## config.mk

```make
export PLATFORM = sky130hd
export DESIGN_NAME = pief_irq_regs
export DESIGN_NICKNAME = d
export VERILOG_FILES = /design/src/pief_pkg.sv /design/src/pief_flag_bit.sv /design/src/pief_apb_slave.sv /design/src/pief_irq_regs.sv
export SDC_FILE = /design/constraint.sdc
export NUM_CORES = 1
export LEC_CHECK = 0
export BUFFER_PORTS_ARGS = -buffer_cell sky130_fd_sc_hd__buf_2
export CAP_MARGIN = 20
export CORE_UTILIZATION = 40
export DETAILED_ROUTE_END_ITERATION = 16
export GPL_ROUTABILITY_DRIVEN = 0
export GPL_TIMING_DRIVEN = 0
export PLACE_DENSITY = 0.79
export SLEW_MARGIN = 10
export SYNTH_ARGS = -nofsm -noshare
export SYNTH_HDL_FRONTEND = slang
export SYNTH_HIERARCHICAL = 1
export SYNTH_SLANG_ARGS = --single-unit
```

## constraint.sdc

```tcl
create_clock -name ref_clk -period 3.49 [get_ports ref_clk]
set_clock_uncertainty 0.2 [all_clocks]
set_input_delay 0.5235 -clock ref_clk [delete_from_list [all_inputs] [get_ports ref_clk]]
set_output_delay 0.5235 -clock ref_clk [all_outputs]
set_load 0.01 [all_outputs]
```

## src/pief_pkg.sv

```systemverilog
package pief_pkg;

    ////////////////////////////////////////////////////////////////////////
    // bus geometry
    localparam int unsigned ADDR_W = 10;
    localparam int unsigned DATA_W = 32;
    localparam int unsigned REG_W = 8;
    localparam int unsigned IDX_W = 8;
    localparam int unsigned IDX_LSB = 2;
    localparam int unsigned FLAG_VEC_W = 16;

    ////////////////////////////////////////////////////////////////////////
    // register indices, byte address is four times the index
    localparam logic [IDX_W-1:0] IDX_CORE_CONTROL = 8'h0B;
    localparam logic [IDX_W-1:0] IDX_FLAG_ONE = 8'h0C;
    localparam logic [IDX_W-1:0] IDX_FLAG_TWO = 8'h0D;
    localparam logic [IDX_W-1:0] IDX_ENABLE_ONE = 8'h8C;
    localparam logic [IDX_W-1:0] IDX_ENABLE_TWO = 8'h8D;

    ////////////////////////////////////////////////////////////////////////
    // bit positions, first enable and flag registers
    localparam int unsigned BIT_CONVERTER = 6;
    localparam int unsigned BIT_SERIAL_RX = 5;
    localparam int unsigned BIT_SERIAL_TX = 4;
    localparam int unsigned BIT_SYNC_PORT = 3;
    localparam int unsigned BIT_CAPCOMP = 2;
    localparam int unsigned BIT_TIMER_TWO = 1;
    localparam int unsigned BIT_TIMER_ONE = 0;
    // second enable and flag registers
    localparam int unsigned BIT_OSC_FAIL = 7;
    localparam int unsigned BIT_COMPARATOR = 6;
    localparam int unsigned BIT_EEPROM = 4;
    // core interrupt control
    localparam int unsigned BIT_GLOBAL = 7;
    localparam int unsigned BIT_GROUP = 6;

    ////////////////////////////////////////////////////////////////////////
    // implemented-bit masks and reset value
    localparam logic [REG_W-1:0] ENABLE_ONE_MASK = 8'h7F;
    localparam logic [REG_W-1:0] FLAG_ONE_WRITABLE = 8'h4F;
    localparam logic [REG_W-1:0] TWO_MASK = 8'hD0;
    localparam logic [REG_W-1:0] CORE_MASK = 8'hC0;
    localparam logic [REG_W-1:0] CONVERTER_MASK = 8'h40;
    localparam logic [REG_W-1:0] ALL_ONES = 8'hFF;
    localparam logic [REG_W-1:0] REG_RESET = 8'h00;
    localparam logic [DATA_W-1:0] READ_RESET = 32'h0000_0000;

    ////////////////////////////////////////////////////////////////////////
    // capture/compare unit mode codes
    localparam logic [1:0] CCP_CAPTURE = 2'h0;
    localparam logic [1:0] CCP_COMPARE = 2'h1;
    localparam logic [1:0] CCP_PWM = 2'h2;

endpackage : pief_pkg

```

## src/pief_flag_bit.sv

```systemverilog
module pief_flag_bit
(
    // clock and reset
    input wire logic ref_clk,
    input wire logic resetn,
    // hardware side
    input wire logic eventSet,
    input wire logic hwClear,
    // software side
    input wire logic wrEn,
    input wire logic wrData,
    // state
    output logic flag
);

    logic next_flag;

    // event wins over any clear in the same cycle
    always_comb
    begin
        next_flag = flag;
        if (wrEn)
            next_flag = wrData;
        if (hwClear)
            next_flag = 1'b0;
        if (eventSet)
            next_flag = 1'b1;
    end

    always_ff @(posedge ref_clk or negedge resetn)
    begin
        if (!resetn)
            flag <= 1'b0;
        else
            flag <= next_flag;
    end

endmodule : pief_flag_bit

```

## src/pief_apb_slave.sv

```systemverilog
module pief_apb_slave
    import pief_pkg::*;
(
    // apb request
    input wire logic psel,
    input wire logic penable,
    input wire logic [ADDR_W-1:0] paddr,
    // decoded
    output logic pready,
    output logic setupPhase,
    output logic commit,
    output logic mapped,
    output logic [IDX_W-1:0] regIndex
);

    // zero wait states: every access phase completes at once
    assign pready = 1'b1;
    assign setupPhase = psel && !penable;
    assign commit = psel && penable;
    assign regIndex = paddr[ADDR_W-1:IDX_LSB];

    always_comb
    begin
        mapped = 1'b0;
        if (paddr[IDX_LSB-1:0] == 2'h0)
        begin
            case (regIndex)
                IDX_CORE_CONTROL,
                IDX_FLAG_ONE,
                IDX_FLAG_TWO,
                IDX_ENABLE_ONE,
                IDX_ENABLE_TWO: mapped = 1'b1;
                default: mapped = 1'b0;
            endcase
        end
    end

endmodule : pief_apb_slave

```

## src/pief_irq_regs.sv

```systemverilog
// What this block does
// - Event flags set on their event regardless of any enable bit.
// - First enable register at index 8C, bit 7 zero, bits 6..0 enables.
// - Converter enable and flag exist only on the converter variant.
// - First flag register at index 0C, bit 7 zero, same order.
// - Receive flag read-only, follows receive buffer full.
// - Transmit flag read-only, follows transmit buffer empty.
// - Sync port flag sets on completion, cleared while port waits unless completion comes in the same cycle.
// - Capcomp flag sets on capture or compare match, unused in pwm.
// - Timer two match flag sets on period match, held until cleared.
// - Timer one overflow flag sets on overflow, held until cleared.
// - Converter flag sets on conversion done, cleared while busy unless done comes in the same cycle.
// - Second enable register: bits 7, 6 and 4, others zero.
// - Interrupt only with flag, enable, group and global enables.
// - Second flag register at index 0D: bits 7, 6, 4, others zero.
//
// The APB slave port was chosen for this implementation.
module pief_irq_regs
    import pief_pkg::*;
#(
    parameter bit HAS_CONVERTER = 1'b1
)
(
    // clock and reset
    input wire logic ref_clk,
    input wire logic resetn,
    // apb slave
    input wire logic psel,
    input wire logic penable,
    input wire logic pwrite,
    input wire logic [ADDR_W-1:0] paddr,
    input wire logic [DATA_W-1:0] pwdata,
    output logic [DATA_W-1:0] prdata,
    output logic pready,
    output logic pslverr,
    // converter events
    input wire logic converterDone,
    input wire logic converterBusy,
    // serial unit buffer state
    input wire logic rxBufferFull,
    input wire logic txBufferEmpty,
    // sync serial port events
    input wire logic syncPortDone,
    input wire logic syncPortWaiting,
    // capture/compare unit
    input wire logic [1:0] capcompMode,
    input wire logic timerOneCapture,
    input wire logic timerOneCompareMatch,
    // timers
    input wire logic timerTwoMatch,
    input wire logic timerOneOverflow,
    // second group events
    input wire logic oscFail,
    input wire logic comparatorChange,
    input wire logic eepromWriteDone,
    // interrupt request to the core
    output logic irqRequest
);

    ////////////////////////////////////////////////////////////////////////
    // variant masks
    localparam logic [REG_W-1:0] VARIANT_MASK =
        HAS_CONVERTER ? ALL_ONES : ~CONVERTER_MASK;
    localparam logic [FLAG_VEC_W-1:0] WRITABLE =
        {TWO_MASK, FLAG_ONE_WRITABLE & VARIANT_MASK};

    logic setupPhase;
    logic commit;
    logic mapped;
    logic [IDX_W-1:0] regIndex;
    logic writeCommit;
    logic [REG_W-1:0] coreControl;
    logic [REG_W-1:0] enableOne;
    logic [REG_W-1:0] enableTwo;
    logic [REG_W-1:0] flagOne;
    logic [REG_W-1:0] flagTwo;
    logic rxFlag;
    logic txFlag;
    logic capcompEvent;
    logic [FLAG_VEC_W-1:0] eventVec;
    logic [FLAG_VEC_W-1:0] clearVec;
    logic [FLAG_VEC_W-1:0] wrVec;
    logic [FLAG_VEC_W-1:0] wrDataVec;
    logic [FLAG_VEC_W-1:0] flagBits;
    logic [REG_W-1:0] readByte;
    logic next_irq;

    ////////////////////////////////////////////////////////////////////////
    // bus decode
    pief_apb_slave u_apb
    (
        .psel(psel),
        .penable(penable),
        .paddr(paddr),
        .pready(pready),
        .setupPhase(setupPhase),
        .commit(commit),
        .mapped(mapped),
        .regIndex(regIndex)
    );

    assign writeCommit = commit && pwrite && mapped;

    ////////////////////////////////////////////////////////////////////////
    // control and enable registers
    always_ff @(posedge ref_clk or negedge resetn)
    begin
        if (!resetn)
            coreControl <= REG_RESET;
        else if (writeCommit && regIndex == IDX_CORE_CONTROL)
            coreControl <= pwdata[REG_W-1:0] & CORE_MASK;
    end

    always_ff @(posedge ref_clk or negedge resetn)
    begin
        if (!resetn)
            enableOne <= REG_RESET;
        else if (writeCommit && regIndex == IDX_ENABLE_ONE)
            enableOne <= pwdata[REG_W-1:0] & ENABLE_ONE_MASK
                & VARIANT_MASK;
    end

    always_ff @(posedge ref_clk or negedge resetn)
    begin
        if (!resetn)
            enableTwo <= REG_RESET;
        else if (writeCommit && regIndex == IDX_ENABLE_TWO)
            enableTwo <= pwdata[REG_W-1:0] & TWO_MASK;
    end

    ////////////////////////////////////////////////////////////////////////
    // read-only serial flags mirror the buffer state
    always_ff @(posedge ref_clk or negedge resetn)
    begin
        if (!resetn)
        begin
            rxFlag <= 1'b0;
            txFlag <= 1'b0;
        end
        else
        begin
            rxFlag <= rxBufferFull;
            txFlag <= txBufferEmpty;
        end
    end

    ////////////////////////////////////////////////////////////////////////
    // sticky flags
    always_comb
    begin
        capcompEvent = 1'b0;
        case (capcompMode)
            CCP_CAPTURE: capcompEvent = timerOneCapture;
            CCP_COMPARE: capcompEvent = timerOneCompareMatch;
            default: capcompEvent = 1'b0;
        endcase
    end

    always_comb
    begin
        eventVec = '0;
        eventVec[BIT_CONVERTER] = converterDone;
        eventVec[BIT_SYNC_PORT] = syncPortDone;
        eventVec[BIT_CAPCOMP] = capcompEvent;
        eventVec[BIT_TIMER_TWO] = timerTwoMatch;
        eventVec[BIT_TIMER_ONE] = timerOneOverflow;
        eventVec[REG_W + BIT_OSC_FAIL] = oscFail;
        eventVec[REG_W + BIT_COMPARATOR] = comparatorChange;
        eventVec[REG_W + BIT_EEPROM] = eepromWriteDone;
        clearVec = '0;
        clearVec[BIT_CONVERTER] = converterBusy;
        clearVec[BIT_SYNC_PORT] = syncPortWaiting;
    end

    assign wrVec = {{REG_W{writeCommit && regIndex == IDX_FLAG_TWO}},
                    {REG_W{writeCommit && regIndex == IDX_FLAG_ONE}}};
    assign wrDataVec = {pwdata[REG_W-1:0], pwdata[REG_W-1:0]};

    for (genvar i = 0; i < FLAG_VEC_W; i++)
    begin : g_flag
        if (WRITABLE[i])
        begin : g_impl
            pief_flag_bit u_bit
            (
                .ref_clk(ref_clk),
                .resetn(resetn),
                .eventSet(eventVec[i]),
                .hwClear(clearVec[i]),
                .wrEn(wrVec[i]),
                .wrData(wrDataVec[i]),
                .flag(flagBits[i])
            );
        end
        else
        begin : g_none
            assign flagBits[i] = 1'b0;
        end
    end

    always_comb
    begin
        flagOne = flagBits[REG_W-1:0];
        flagOne[BIT_SERIAL_RX] = rxFlag;
        flagOne[BIT_SERIAL_TX] = txFlag;
        flagTwo = flagBits[FLAG_VEC_W-1:REG_W];
    end

    ////////////////////////////////////////////////////////////////////////
    // interrupt request
    assign next_irq = coreControl[BIT_GLOBAL] && coreControl[BIT_GROUP]
        && (|(flagOne & enableOne) || |(flagTwo & enableTwo));

    always_ff @(posedge ref_clk or negedge resetn)
    begin
        if (!resetn)
            irqRequest <= 1'b0;
        else
            irqRequest <= next_irq;
    end

    ////////////////////////////////////////////////////////////////////////
    // read data, captured in the setup cycle
    always_comb
    begin
        case (regIndex)
            IDX_CORE_CONTROL: readByte = coreControl;
            IDX_FLAG_ONE: readByte = flagOne;
            IDX_FLAG_TWO: readByte = flagTwo;
            IDX_ENABLE_ONE: readByte = enableOne;
            IDX_ENABLE_TWO: readByte = enableTwo;
            default: readByte = REG_RESET;
        endcase
    end

    always_ff @(posedge ref_clk or negedge resetn)
    begin
        if (!resetn)
        begin
            prdata <= READ_RESET;
            pslverr <= 1'b0;
        end
        else if (setupPhase)
        begin
            prdata <= {{(DATA_W-REG_W){1'b0}}, readByte};
            pslverr <= !mapped;
        end
    end
endmodule : pief_irq_regs

```

==> flow_metrics.tcl, run 1 <==
set metrics [dict create \
    combPwrFrac 0.142 \
    fin_worst_hold_slack_ns 0.0625 \
    post-place-ws_ns 0.231 \
    layout_commonest_cell "buf_2" \
    internal_power_uw 615 \
    synth_area_per_cell_sq_um 11.1 \
    finalSetupTns_ns 0 \
    initial_utilization 0.423 \
    num_io_pins 97 \
    nFillCells 412 \
    detail-route-antenna-nets 0 \
    antenna-diode-count 0 \
    total_power_uw 809 \
    wl_met3_um 243 \
    cts.path.max_buffers 2 \
    startpoint "paddr[1]" \
    dpl.cell_count 296 \
    detailedRoute.firstIterationViolations 36 \
    crit_fanout 5 \
    cts_tree "done" \
    post-route-period-util 0.846 \
    dp_hpwl_um 2780 \
    cts_inserted_buffers 5 \
    clockRootBuffer "clkbuf_8" \
    met2_length_um 1600 \
    largest_net_degree_at_the_start_of_global_routing 33 \
    die-width_um 70.4 \
    post_cts_buffers 0 \
    rr_startpoint "g_flag[6].g_impl.u_bit/flag$_DFFE_PN0P_" \
    instances_no_fill 303 \
    synthToLayoutAreaGrowth_pct 27.4 \
    netSwitchingFraction 0.240 \
    drt_pass1_iterations 4 \
    setup.worst_path.start_class "input port" \
    synth_async_sr_flop_share 1.00 \
    mean_number_of_vias_per_cell 4.64 \
    ys_seq_elements 32 \
    cts.repair.resized 0 \
    design.core.area_sq_um 4410 \
    run_status "complete, no violations" \
    highest_layer "met4" \
    rows 24 \
    yosys_warnings 6 \
    syn_inst 168 \
    die-area_sq_um 4950 \
    power.leakage_uw 0.00118 \
    ys_dominant_reg_cell "dfrtp_1" \
    timing.final.crit_period_ns 2.95 \
    post_synth_instance_area_sq_um 1870 \
    seq_area_frac_synth 0.428 \
    setup.worst_path.class "input port to register" \
    power_dissipated_by_switching_net_loads_uw 194 \
    drive_gt1_frac 0.426 \
    timing_max_transition_violations_final 0 \
    cp_cell_sequence "buf_2 > or4b_4 > a2111oi_2 > nand3_1 > nor4_2 > mux2i_1 > o21bai_1" \
    drt-met1-wl_um 1570 \
    worst_pin_slew_ns 0.892 \
    global_routing_usage_summed_across_all_routing_layers 0.152 \
    reported_max_cap_violation_count 0 \
    critical_path_buf_inv_count 1 \
    worstPathArrival_ns 2.92 \
    unrepaired_setup_endpoints_after_global_routing "no" \
    worst_path_max_delay_cell "nor4_2" \
    worst_hold_path_type "input port to asynchronous set/reset pin" \
    cts-hold-fix-buffers 0 \
    synth_edf_count 0 \
    clk_pin_slew_worst_paths_ns 0.07 \
    report.final.setup_viol 0 \
    power.share.clock 0.378 \
    timing.max_slew.rel_slack 0.400 \
    worst_skew_pair.late_latency_ns 0.29 \
    drc 0 \
    most-common-layout-cells "buf_2, buf_4, dfrtp_1, conb_1, mux2i_1" \
    power.share.sequential 0.480 \
    die_height_um 70.4 \
    global_route.overflow_total 0 \
    first_global_vias 1279 \
    timing.final.hold_violations 0 \
    layout_setup_ws_ns 0.536 \
    cellPowerDensity_nw_per_um2 340 \
    setup.worst_path.end_class "register" \
    routed-via-count 1405 \
    place.port_buffers 47 \
    finish.net_count 313 \
    first_pass_grt_wire_length_um 5740 \
    critical_path.top_delay_family "simple AND/OR/NAND/NOR gates" \
    post_drt_wl_per_cell_um 11.6 \
    max_stage_delay_ns 0.76 \
    cp.required_ns 3.46 \
    clkSinkCount 32 \
    number_of_antenna_violations_at_the_first_check_in_global_routing 0 \
    cts.htree.levels 2 \
    synthDistinctLibCells 42 \
    totalWireLength_um 3510 \
    max-vdd-ir-drop_v 0.000199 \
    highest_achievable_clock_rate_mhz 338 \
]
## worst paths after layout
path / to / slack, ns / cells past startpoint
setup / recovery: g_flag[6].g_impl.u_bit/flag$_DFFE_PN0P_ / 0.54 / 7
hold / removal: prdata[7]$_DFFE_PN0P_ / 0.06 / 1
setup reg to reg: prdata[6]$_DFFE_PN0P_ / 1.90 / 3
hold reg to reg: prdata[5]$_DFFE_PN0P_ / 0.33 / 2
max in group asynchronous: coreControl[7]$_DFFE_PN0P_ / 2.57 / 1
min in group ref_clk: rxFlag$_DFF_PN0_ / 0.15 / 1
## power groups by stage
| stage | registers, uW | clock network (uW) | logic [uW] |
|---|---|---|---|
| 2_1_floorplan | 393 | 0 | 74.6 |
| 3_3_place_gp | 394 | 0 | 113 |
| 3_5_place_dp | 395 | 0 | 115 |
| 4_1_cts | 388 | 313 | 115 |
| 5_1_grt | 389 | 329 | 128 |
| 6_report | 388 | 306 | 115 |
## cells in the mapped netlist, types with 2 or more instances
library cell  number  area, sq um
nor2b_1            2         12.5
o22ai_1            5         31.3
inv_1              9         33.8
nor2_1             2         7.51
a221oi_1           2         17.5
a31oi_1            2         12.5
clkbuf_1           2         7.51
nor4_1             2         12.5
nand3b_1           3         22.5
buf_4             33          248
a22o_1             2         17.5
o21bai_1           8         60.1
mux2i_1           16          160
dfrtp_1           32          801
nand2b_1           5         31.3
conb_1             2         7.51
mux2_2            12          135
nand3_1            2         10.0
nand2_1            4         15.0
## metrics by stage
step / utilization / cell area (sq um)
floorplan: - / 1980
global placement: 0.516 / 2280
detailed placement: 0.518 / 2280
CTS: 0.539 / 2380
global route: 0.539 / 2380
finish: 0.539 / 2380
## worst register-to-register path, stage by stage, from the launching register on
cell     delay, ns
dfrtp_1       0.38
or3b_2        0.45
a311o_1       0.33
a31oi_1       0.17
## kinds of logic (layout without fill, tap and decap cells)
| kind of cell | count (synthesis) | count (layout) | synth area share |
|---|---|---|---|
| buffers and inverters | 46 | 100 | 0.159 |
| DFF | 32 | 32 | 0.428 |
| and+or+nand+nor | 32 | 32 | 0.125 |
| other | 2 | 31 | 0.00402 |
| muxes | 29 | 29 | 0.170 |
| AOI/OAI and AO/OA | 27 | 27 | 0.113 |
## registers in the layout (all words and copies together), names as in the netlist
signal                    flops
g_flag.g_impl.u_bit/flag      8
prdata                        8
irqRequest                    1
enableOne                     7
coreControl                   2
txFlag                        1
rxFlag                        1
pslverr                       1
enableTwo                     3
## final cells by class
| type | instances | area (sq um) | share of cell area |
|---|---|---|---|
| plain buffers | 37 | 264 | 0.111 |
| clock buffers | 7 | 96.3 | 0.0405 |
| inverters | 9 | 33.8 | 0.0142 |
| multi-input cells | 119 | 886 | 0.372 |
| flip-flops and latches | 32 | 801 | 0.336 |
| well taps | 52 | 65.1 | 0.0273 |
| repair buffers | 47 | 235 | 0.0988 |
## routing by layer
| metal | vias to the layer above | track usage |
|---|---|---|
| li1 | 710 | - |
| met5 | - | 0 |
| met2 | 56 | 0.231 |
| met4 | 0 | 0.0933 |
| met1 | 630 | 0.193 |
| met3 | 9 | 0.0390 |
Power figures use the tool's default switching activity.
==> inputs of run 2 (changes only) <==
clock period = 2.78 ns   (was 3.49 ns; I/O delays follow)
==> run 2 against run 1 <==
Compared with the run above:
- register-to-register slack got worse by 0.75 ns
- critical path type unchanged
- via count fell by 0.21%
- worst hold slack got worse by 0.025 ns
- critical endpoint is now coreControl[7]$_DFFE_PN0P_
- sequential share of layout area fell by 0.49 points
- clock-buffer cell count did not move
- largest cell class unchanged
- highest routed layer unchanged
==> flow_metrics.tcl, run 2 (synthesis results as in run 1) <==
set metrics [dict create \
    use_met2 0.233 \
    die-width_um 70.4 \
    startpoint "paddr[1]" \
    grtUsageMet3 0.0404 \
    worst_skew_pair.late_latency_ns 0.28 \
    run_status "complete, no violations" \
    use_met1 0.192 \
    final_area_sq_um 2420 \
    grt_busiest_layer "met2" \
    biggestRegsByFlops "g_flag.g_impl.u_bit/flag x8, prdata x8, enableOne x7" \
    cellPowerDensity_nw_per_um2 417 \
    post_drt_wl_per_cell_um 11.9 \
    finish.net_count 315 \
    cts.htree.levels 2 \
    worst_pin_slew_ns 0.701 \
    cts_inserted_buffers 5 \
    first_pass_grt_wire_length_um 5690 \
    mean_number_of_vias_per_cell 4.58 \
    highest_achievable_clock_rate_mhz 381 \
    max-vdd-ir-drop_v 0.000299 \
    cp.required_ns 2.75 \
    reported_max_cap_violation_count 0 \
    routed-via-count 1402 \
    place.port_buffers 47 \
    rows 24 \
    rr_worst_depth 3 \
    die-area_sq_um 4950 \
    design.core.area_sq_um 4410 \
    global_route.overflow_total 0 \
    unrepaired_setup_endpoints_after_global_routing "no" \
    cts.path.max_buffers 2 \
    power.leakage_uw 0.00119 \
    clkSinkCount 32 \
    report.final.setup_viol 0 \
    finalSetupTns_ns 0 \
    worstPathArrival_ns 2.59 \
    num_io_pins 97 \
    cts_tree "done" \
    dpl_cell_area_sq_um 2280 \
    largest_net_degree_at_the_start_of_global_routing 33 \
    detailedRoute.firstIterationViolations 72 \
    worst_hold_path_type "input port to register" \
    drt_pass1_iterations 4 \
    setup.worst_path.class "input port to register" \
    post-route-period-util 0.945 \
    dp_hpwl_um 2850 \
    drive_gt1_frac 0.433 \
    synthToLayoutAreaGrowth_pct 29.3 \
    setup.worst_path.end_class "register" \
    totalWireLength_um 3640 \
    antenna-diode-count 0 \
    timing.rr.end "prdata[6]$_DFFE_PN0P_" \
    rr_startpoint "g_flag[6].g_impl.u_bit/flag$_DFFE_PN0P_" \
    critPathCapture "coreControl[7]$_DFFE_PN0P_" \
    crit_fanout 5 \
    timing.max_slew.rel_slack 0.533 \
    detail-route-antenna-nets 0 \
    drc 0 \
    initial_utilization 0.423 \
    nFillCells 405 \
    die_height_um 70.4 \
    clk_pin_slew_worst_paths_ns 0.07 \
    clockRootBuffer "clkbuf_8" \
    global_routing_usage_summed_across_all_routing_layers 0.150 \
    timing_max_transition_violations_final 0 \
    setup.worst_path.start_class "input port" \
    layout_commonest_cell "buf_2" \
    fin_worst_hold_slack_ns 0.0375 \
    timing.final.hold_violations 0 \
    timing.final.crit_period_ns 2.63 \
    most-common-layout-cells "buf_2, buf_4, dfrtp_1, conb_1, mux2i_1" \
    first_global_vias 1254 \
    number_of_antenna_violations_at_the_first_check_in_global_routing 0 \
    r2r_slack_ns 1.15 \
]
[run 2: how the worst min path moves through the flow]
stage               slack [ns]  cells after the start          start                          to
global route              0.03                      1   rxBufferFull            rxFlag$_DFF_PN0_
CTS                       0.03                      1  txBufferEmpty            txFlag$_DFF_PN0_
finish                    0.04                      1   rxBufferFull            rxFlag$_DFF_PN0_
global placement          0.30                      1         resetn  coreControl[7]$_DFFE_PN0P_
detailed placement        0.30                      1         resetn  coreControl[6]$_DFFE_PN0P_
floorplan                -0.08                      0         resetn  coreControl[6]$_DFFE_PN0P_
[run 2: cell type report]
type	count	area [sq um]	share of cell area
Buffer	37	264	0.109
Inverter	9	33.8	0.0140
Clock inverter	1	7.51	0.00311
Timing Repair Buffer	49	253	0.105
Multi-Input combinational cell	119	906	0.375
Sequential cell	32	801	0.331
Clock buffer	7	86.3	0.0357
Tap cell	52	65.1	0.0269
[run 2: critical path, stage by stage]
cell	delay, ns
buf_2	0.10
or4b_4	0.53
a2111oi_2	0.29
nand3_1	0.36
nor4_1	0.51
mux2_2	0.38
[run 2: metal layers]
metal | part of all wire | vias to the layer above
met4 | 0.0047 | 0
met5 | 0 | -
met2 | 0.49 | 51
met3 | 0.065 | 3
li1 | - | 712
met1 | 0.44 | 636
[run 2: stage by stage]
stage,instances,utilization,setup WS [ns],power [uW]
finish,306,0.547,0.154,1010
global route,306,0.547,0.0329,1050
floorplan,197,-,0.198,588
global placement,296,0.518,-0.285,638
CTS,305,0.543,0.0420,1020
detailed placement,296,0.518,-0.355,641
[run 2: report_power, final]
group | leakage [uW] | switching, uW | internal (uW) | total [uW]
sequential | 0.000411 | 9.42 | 478 | 487
clock | 0.0000445 | 172 | 201 | 373
combinational | 0.000735 | 72.7 | 75.2 | 148
total | 0.00119 | 254 | 754 | 1010
[run 2: repair_timing]
| item | 4_1_cts | 5_1_grt |
|---|---|---|
| gates resized for setup | 1 | 2 |
| setup buffers | 0 | 1 |
| gates cloned | 0 | 0 |
| pin swaps | 0 | 1 |
| hold endpoints to repair | 23 | 0 |
| setup endpoints to repair | 5 | 10 |
| hold buffers | 1 | 0 |
==> inputs of run 3 (changes only) <==
CORE_ASPECT_RATIO = 1.4   (was default)
MAX_ROUTING_LAYER = met4   (was default)
PLACE_DENSITY = 0.82   (was 0.79)
clock period = 2.3 ns   (was 2.78 ns; I/O delays follow)
==> run 3 against run 2 <==
Compared with the run above:
- register-to-register slack got worse by 0.48 ns
- via count grew 8.3%
- critical path type unchanged
- sequential power rose by 21%
- clock power grew 19%
- routed wire length up 13%
- cell count is 5.2% higher
- total power increased by 21%
- largest cell class unchanged
==> flow_metrics.tcl, run 3 (synthesis results as in run 1) <==
set metrics [dict create \
    setup.worst_path.end_class "register" \
    post_drt_wl_per_cell_um 12.8 \
    instances_no_fill 322 \
    initial_utilization 0.415 \
    setup.worst_path.start_class "input port" \
    clk_pin_slew_worst_paths_ns 0.06 \
    biggestRegsByFlops "g_flag.g_impl.u_bit/flag x8, prdata x8, enableOne x7" \
    synthToLayoutAreaGrowth_pct 36.7 \
    global_routing_usage_summed_across_all_routing_layers 0.176 \
    worstPathArrival_ns 2.27 \
    dpl_cell_area_sq_um 2350 \
    layout.core_utilization 0.568 \
    most-common-layout-cells "buf_2, buf_4, dfrtp_1, conb_1, mux2i_1" \
    highest_achievable_clock_rate_mhz 435 \
    reported_max_cap_violation_count 0 \
    clockRootBuffer "clkbuf_8" \
    drive_gt1_frac 0.446 \
    first_pass_grt_wire_length_um 6410 \
    timing.final.hold_violations 0 \
    total_power_uw 1220 \
    die_height_um 82.9 \
    run_status "complete, no violations" \
    mean_number_of_vias_per_cell 4.72 \
    number_of_antenna_violations_at_the_first_check_in_global_routing 0 \
    timing.final.crit_period_ns 2.30 \
    setup.worst_path.class "input port to register" \
    cts_tree "done" \
    post-route-period-util 0.999 \
    detail-route-antenna-nets 0 \
    routed-via-count 1519 \
    dpl.cell_count 306 \
    place.port_buffers 47 \
    first_global_vias 1428 \
    rows 29 \
    final_area_sq_um 2550 \
    totalWireLength_um 4120 \
    num_io_pins 97 \
    max-vdd-ir-drop_v 0.000370 \
    die-area_sq_um 4950 \
    unrepaired_setup_endpoints_after_global_routing "yes" \
    largest_net_degree_at_the_start_of_global_routing 33 \
    layout_commonest_cell "buf_2" \
    design.core.area_sq_um 4500 \
    timing_max_transition_violations_final 0 \
    crit_fanout 5 \
    dp_hpwl_um 3010 \
    drc 0 \
    detailedRoute.firstIterationViolations 73 \
    cts.htree.levels 2 \
    cellPowerDensity_nw_per_um2 478 \
    report.final.setup_viol 0 \
    worst_skew_pair.late_latency_ns 0.29 \
    antenna-diode-count 0 \
    power.leakage_uw 0.00124 \
    finish.net_count 321 \
    drt_pass1_iterations 6 \
    worst_pin_slew_ns 0.690 \
    die-width_um 59.8 \
    timing.max_slew.rel_slack 0.540 \
    cts_inserted_buffers 5 \
    global_route.overflow_total 0 \
    cp.required_ns 2.27 \
    cts.path.max_buffers 2 \
    worst_hold_path_type "input port to register" \
    clkSinkCount 32 \
]
==> run 3: changes by cell type in the layout (fill, tap and decap cells not counted), moves of 2 or more <==
cell	change
dlygate4sd3_1	+2
mux2_2	-7
buf_4	+3
mux2_4	+7
buf_6	+2
==> run 3: worst max-delay path: stages <==
cell and delay [ns]:
buf_6 0.09, or4b_4 0.54, a2111oi_4 0.28, nand3_4 0.21, nor4_4 0.30, buf_4 0.19
mux2i_2 0.23, o21bai_1 0.08
==> run 3: through the flow <==
| step | setup slack (ns) | TNS [ns] | hold slack [ns] |
|---|---|---|---|
| floorplan | -0.0519 | -0.428 | -0.151 |
| finish | 0.00163 | 0 | 0.0363 |
| detailed placement | -0.438 | -7.11 | 0.230 |
| global route | -0.108 | -0.516 | 0.0489 |
| CTS | 0.00432 | 0 | 0.0346 |
| global placement | -0.420 | -6.77 | 0.228 |
==> run 3: per-layer routing <==
metal | vias to the layer above | wire [um] | GRT usage
met4 | 0 | 76 | 0.0740
met1 | 714 | 1580 | 0.212
li1 | 725 | - | -
met3 | 10 | 270 | 0.0389
met2 | 70 | 2200 | 0.278
met5 | - | 0 | -
==> run 3: path summary, 6_finish.rpt <==
| kind | from | endpoint | slack [ns] | depth (start not counted) |
|---|---|---|---|---|
| min in group asynchronous | resetn | prdata[1]$_DFFE_PN0P_ | 0.45 | 2 |
| worst max-delay path | paddr[1] | g_flag[6].g_impl.u_bit/flag$_DFFE_PN0P_ | 0.002 | 8 |
| max in group asynchronous | resetn | g_flag[15].g_impl.u_bit/flag$_DFFE_PN0P_ | 1.00 | 2 |
| worst min-delay path | converterBusy | g_flag[6].g_impl.u_bit/flag$_DFFE_PN0P_ | 0.04 | 2 |
| worst min register to register | pslverr$_DFFE_PN0P_ | pslverr$_DFFE_PN0P_ | 0.32 | 2 |
| worst max register to register | g_flag[6].g_impl.u_bit/flag$_DFFE_PN0P_ | prdata[6]$_DFFE_PN0P_ | 0.67 | 3 |
==> run 3: power breakdown <==
| part | leakage (uW) | internal (uW) | switching, uW |
|---|---|---|---|
| clock | 0.0000455 | 244 | 199 |
| sequential | 0.000411 | 578 | 11.8 |
| combinational | 0.000787 | 95.5 | 93.9 |
| total | 0.00124 | 917 | 305 |
==> run 3: layout make-up <==
cell class | instances | area, sq um
Fill cell | 397 | 1940
Multi-Input combinational cell | 119 | 976
Sequential cell | 32 | 801
Timing Repair Buffer | 55 | 313
Buffer | 37 | 264
Clock buffer | 8 | 90.1
Tap cell | 62 | 77.6
Inverter | 9 | 33.8
==> run 3: what timing repair did <==
item,CTS,global route
pin swaps,2,0
hold buffers,3,0
cloned,0,0
endpoints found under the hold margin,34,0
resized for setup,1,10
setup endpoints to repair,13,20
setup buffers,4,1
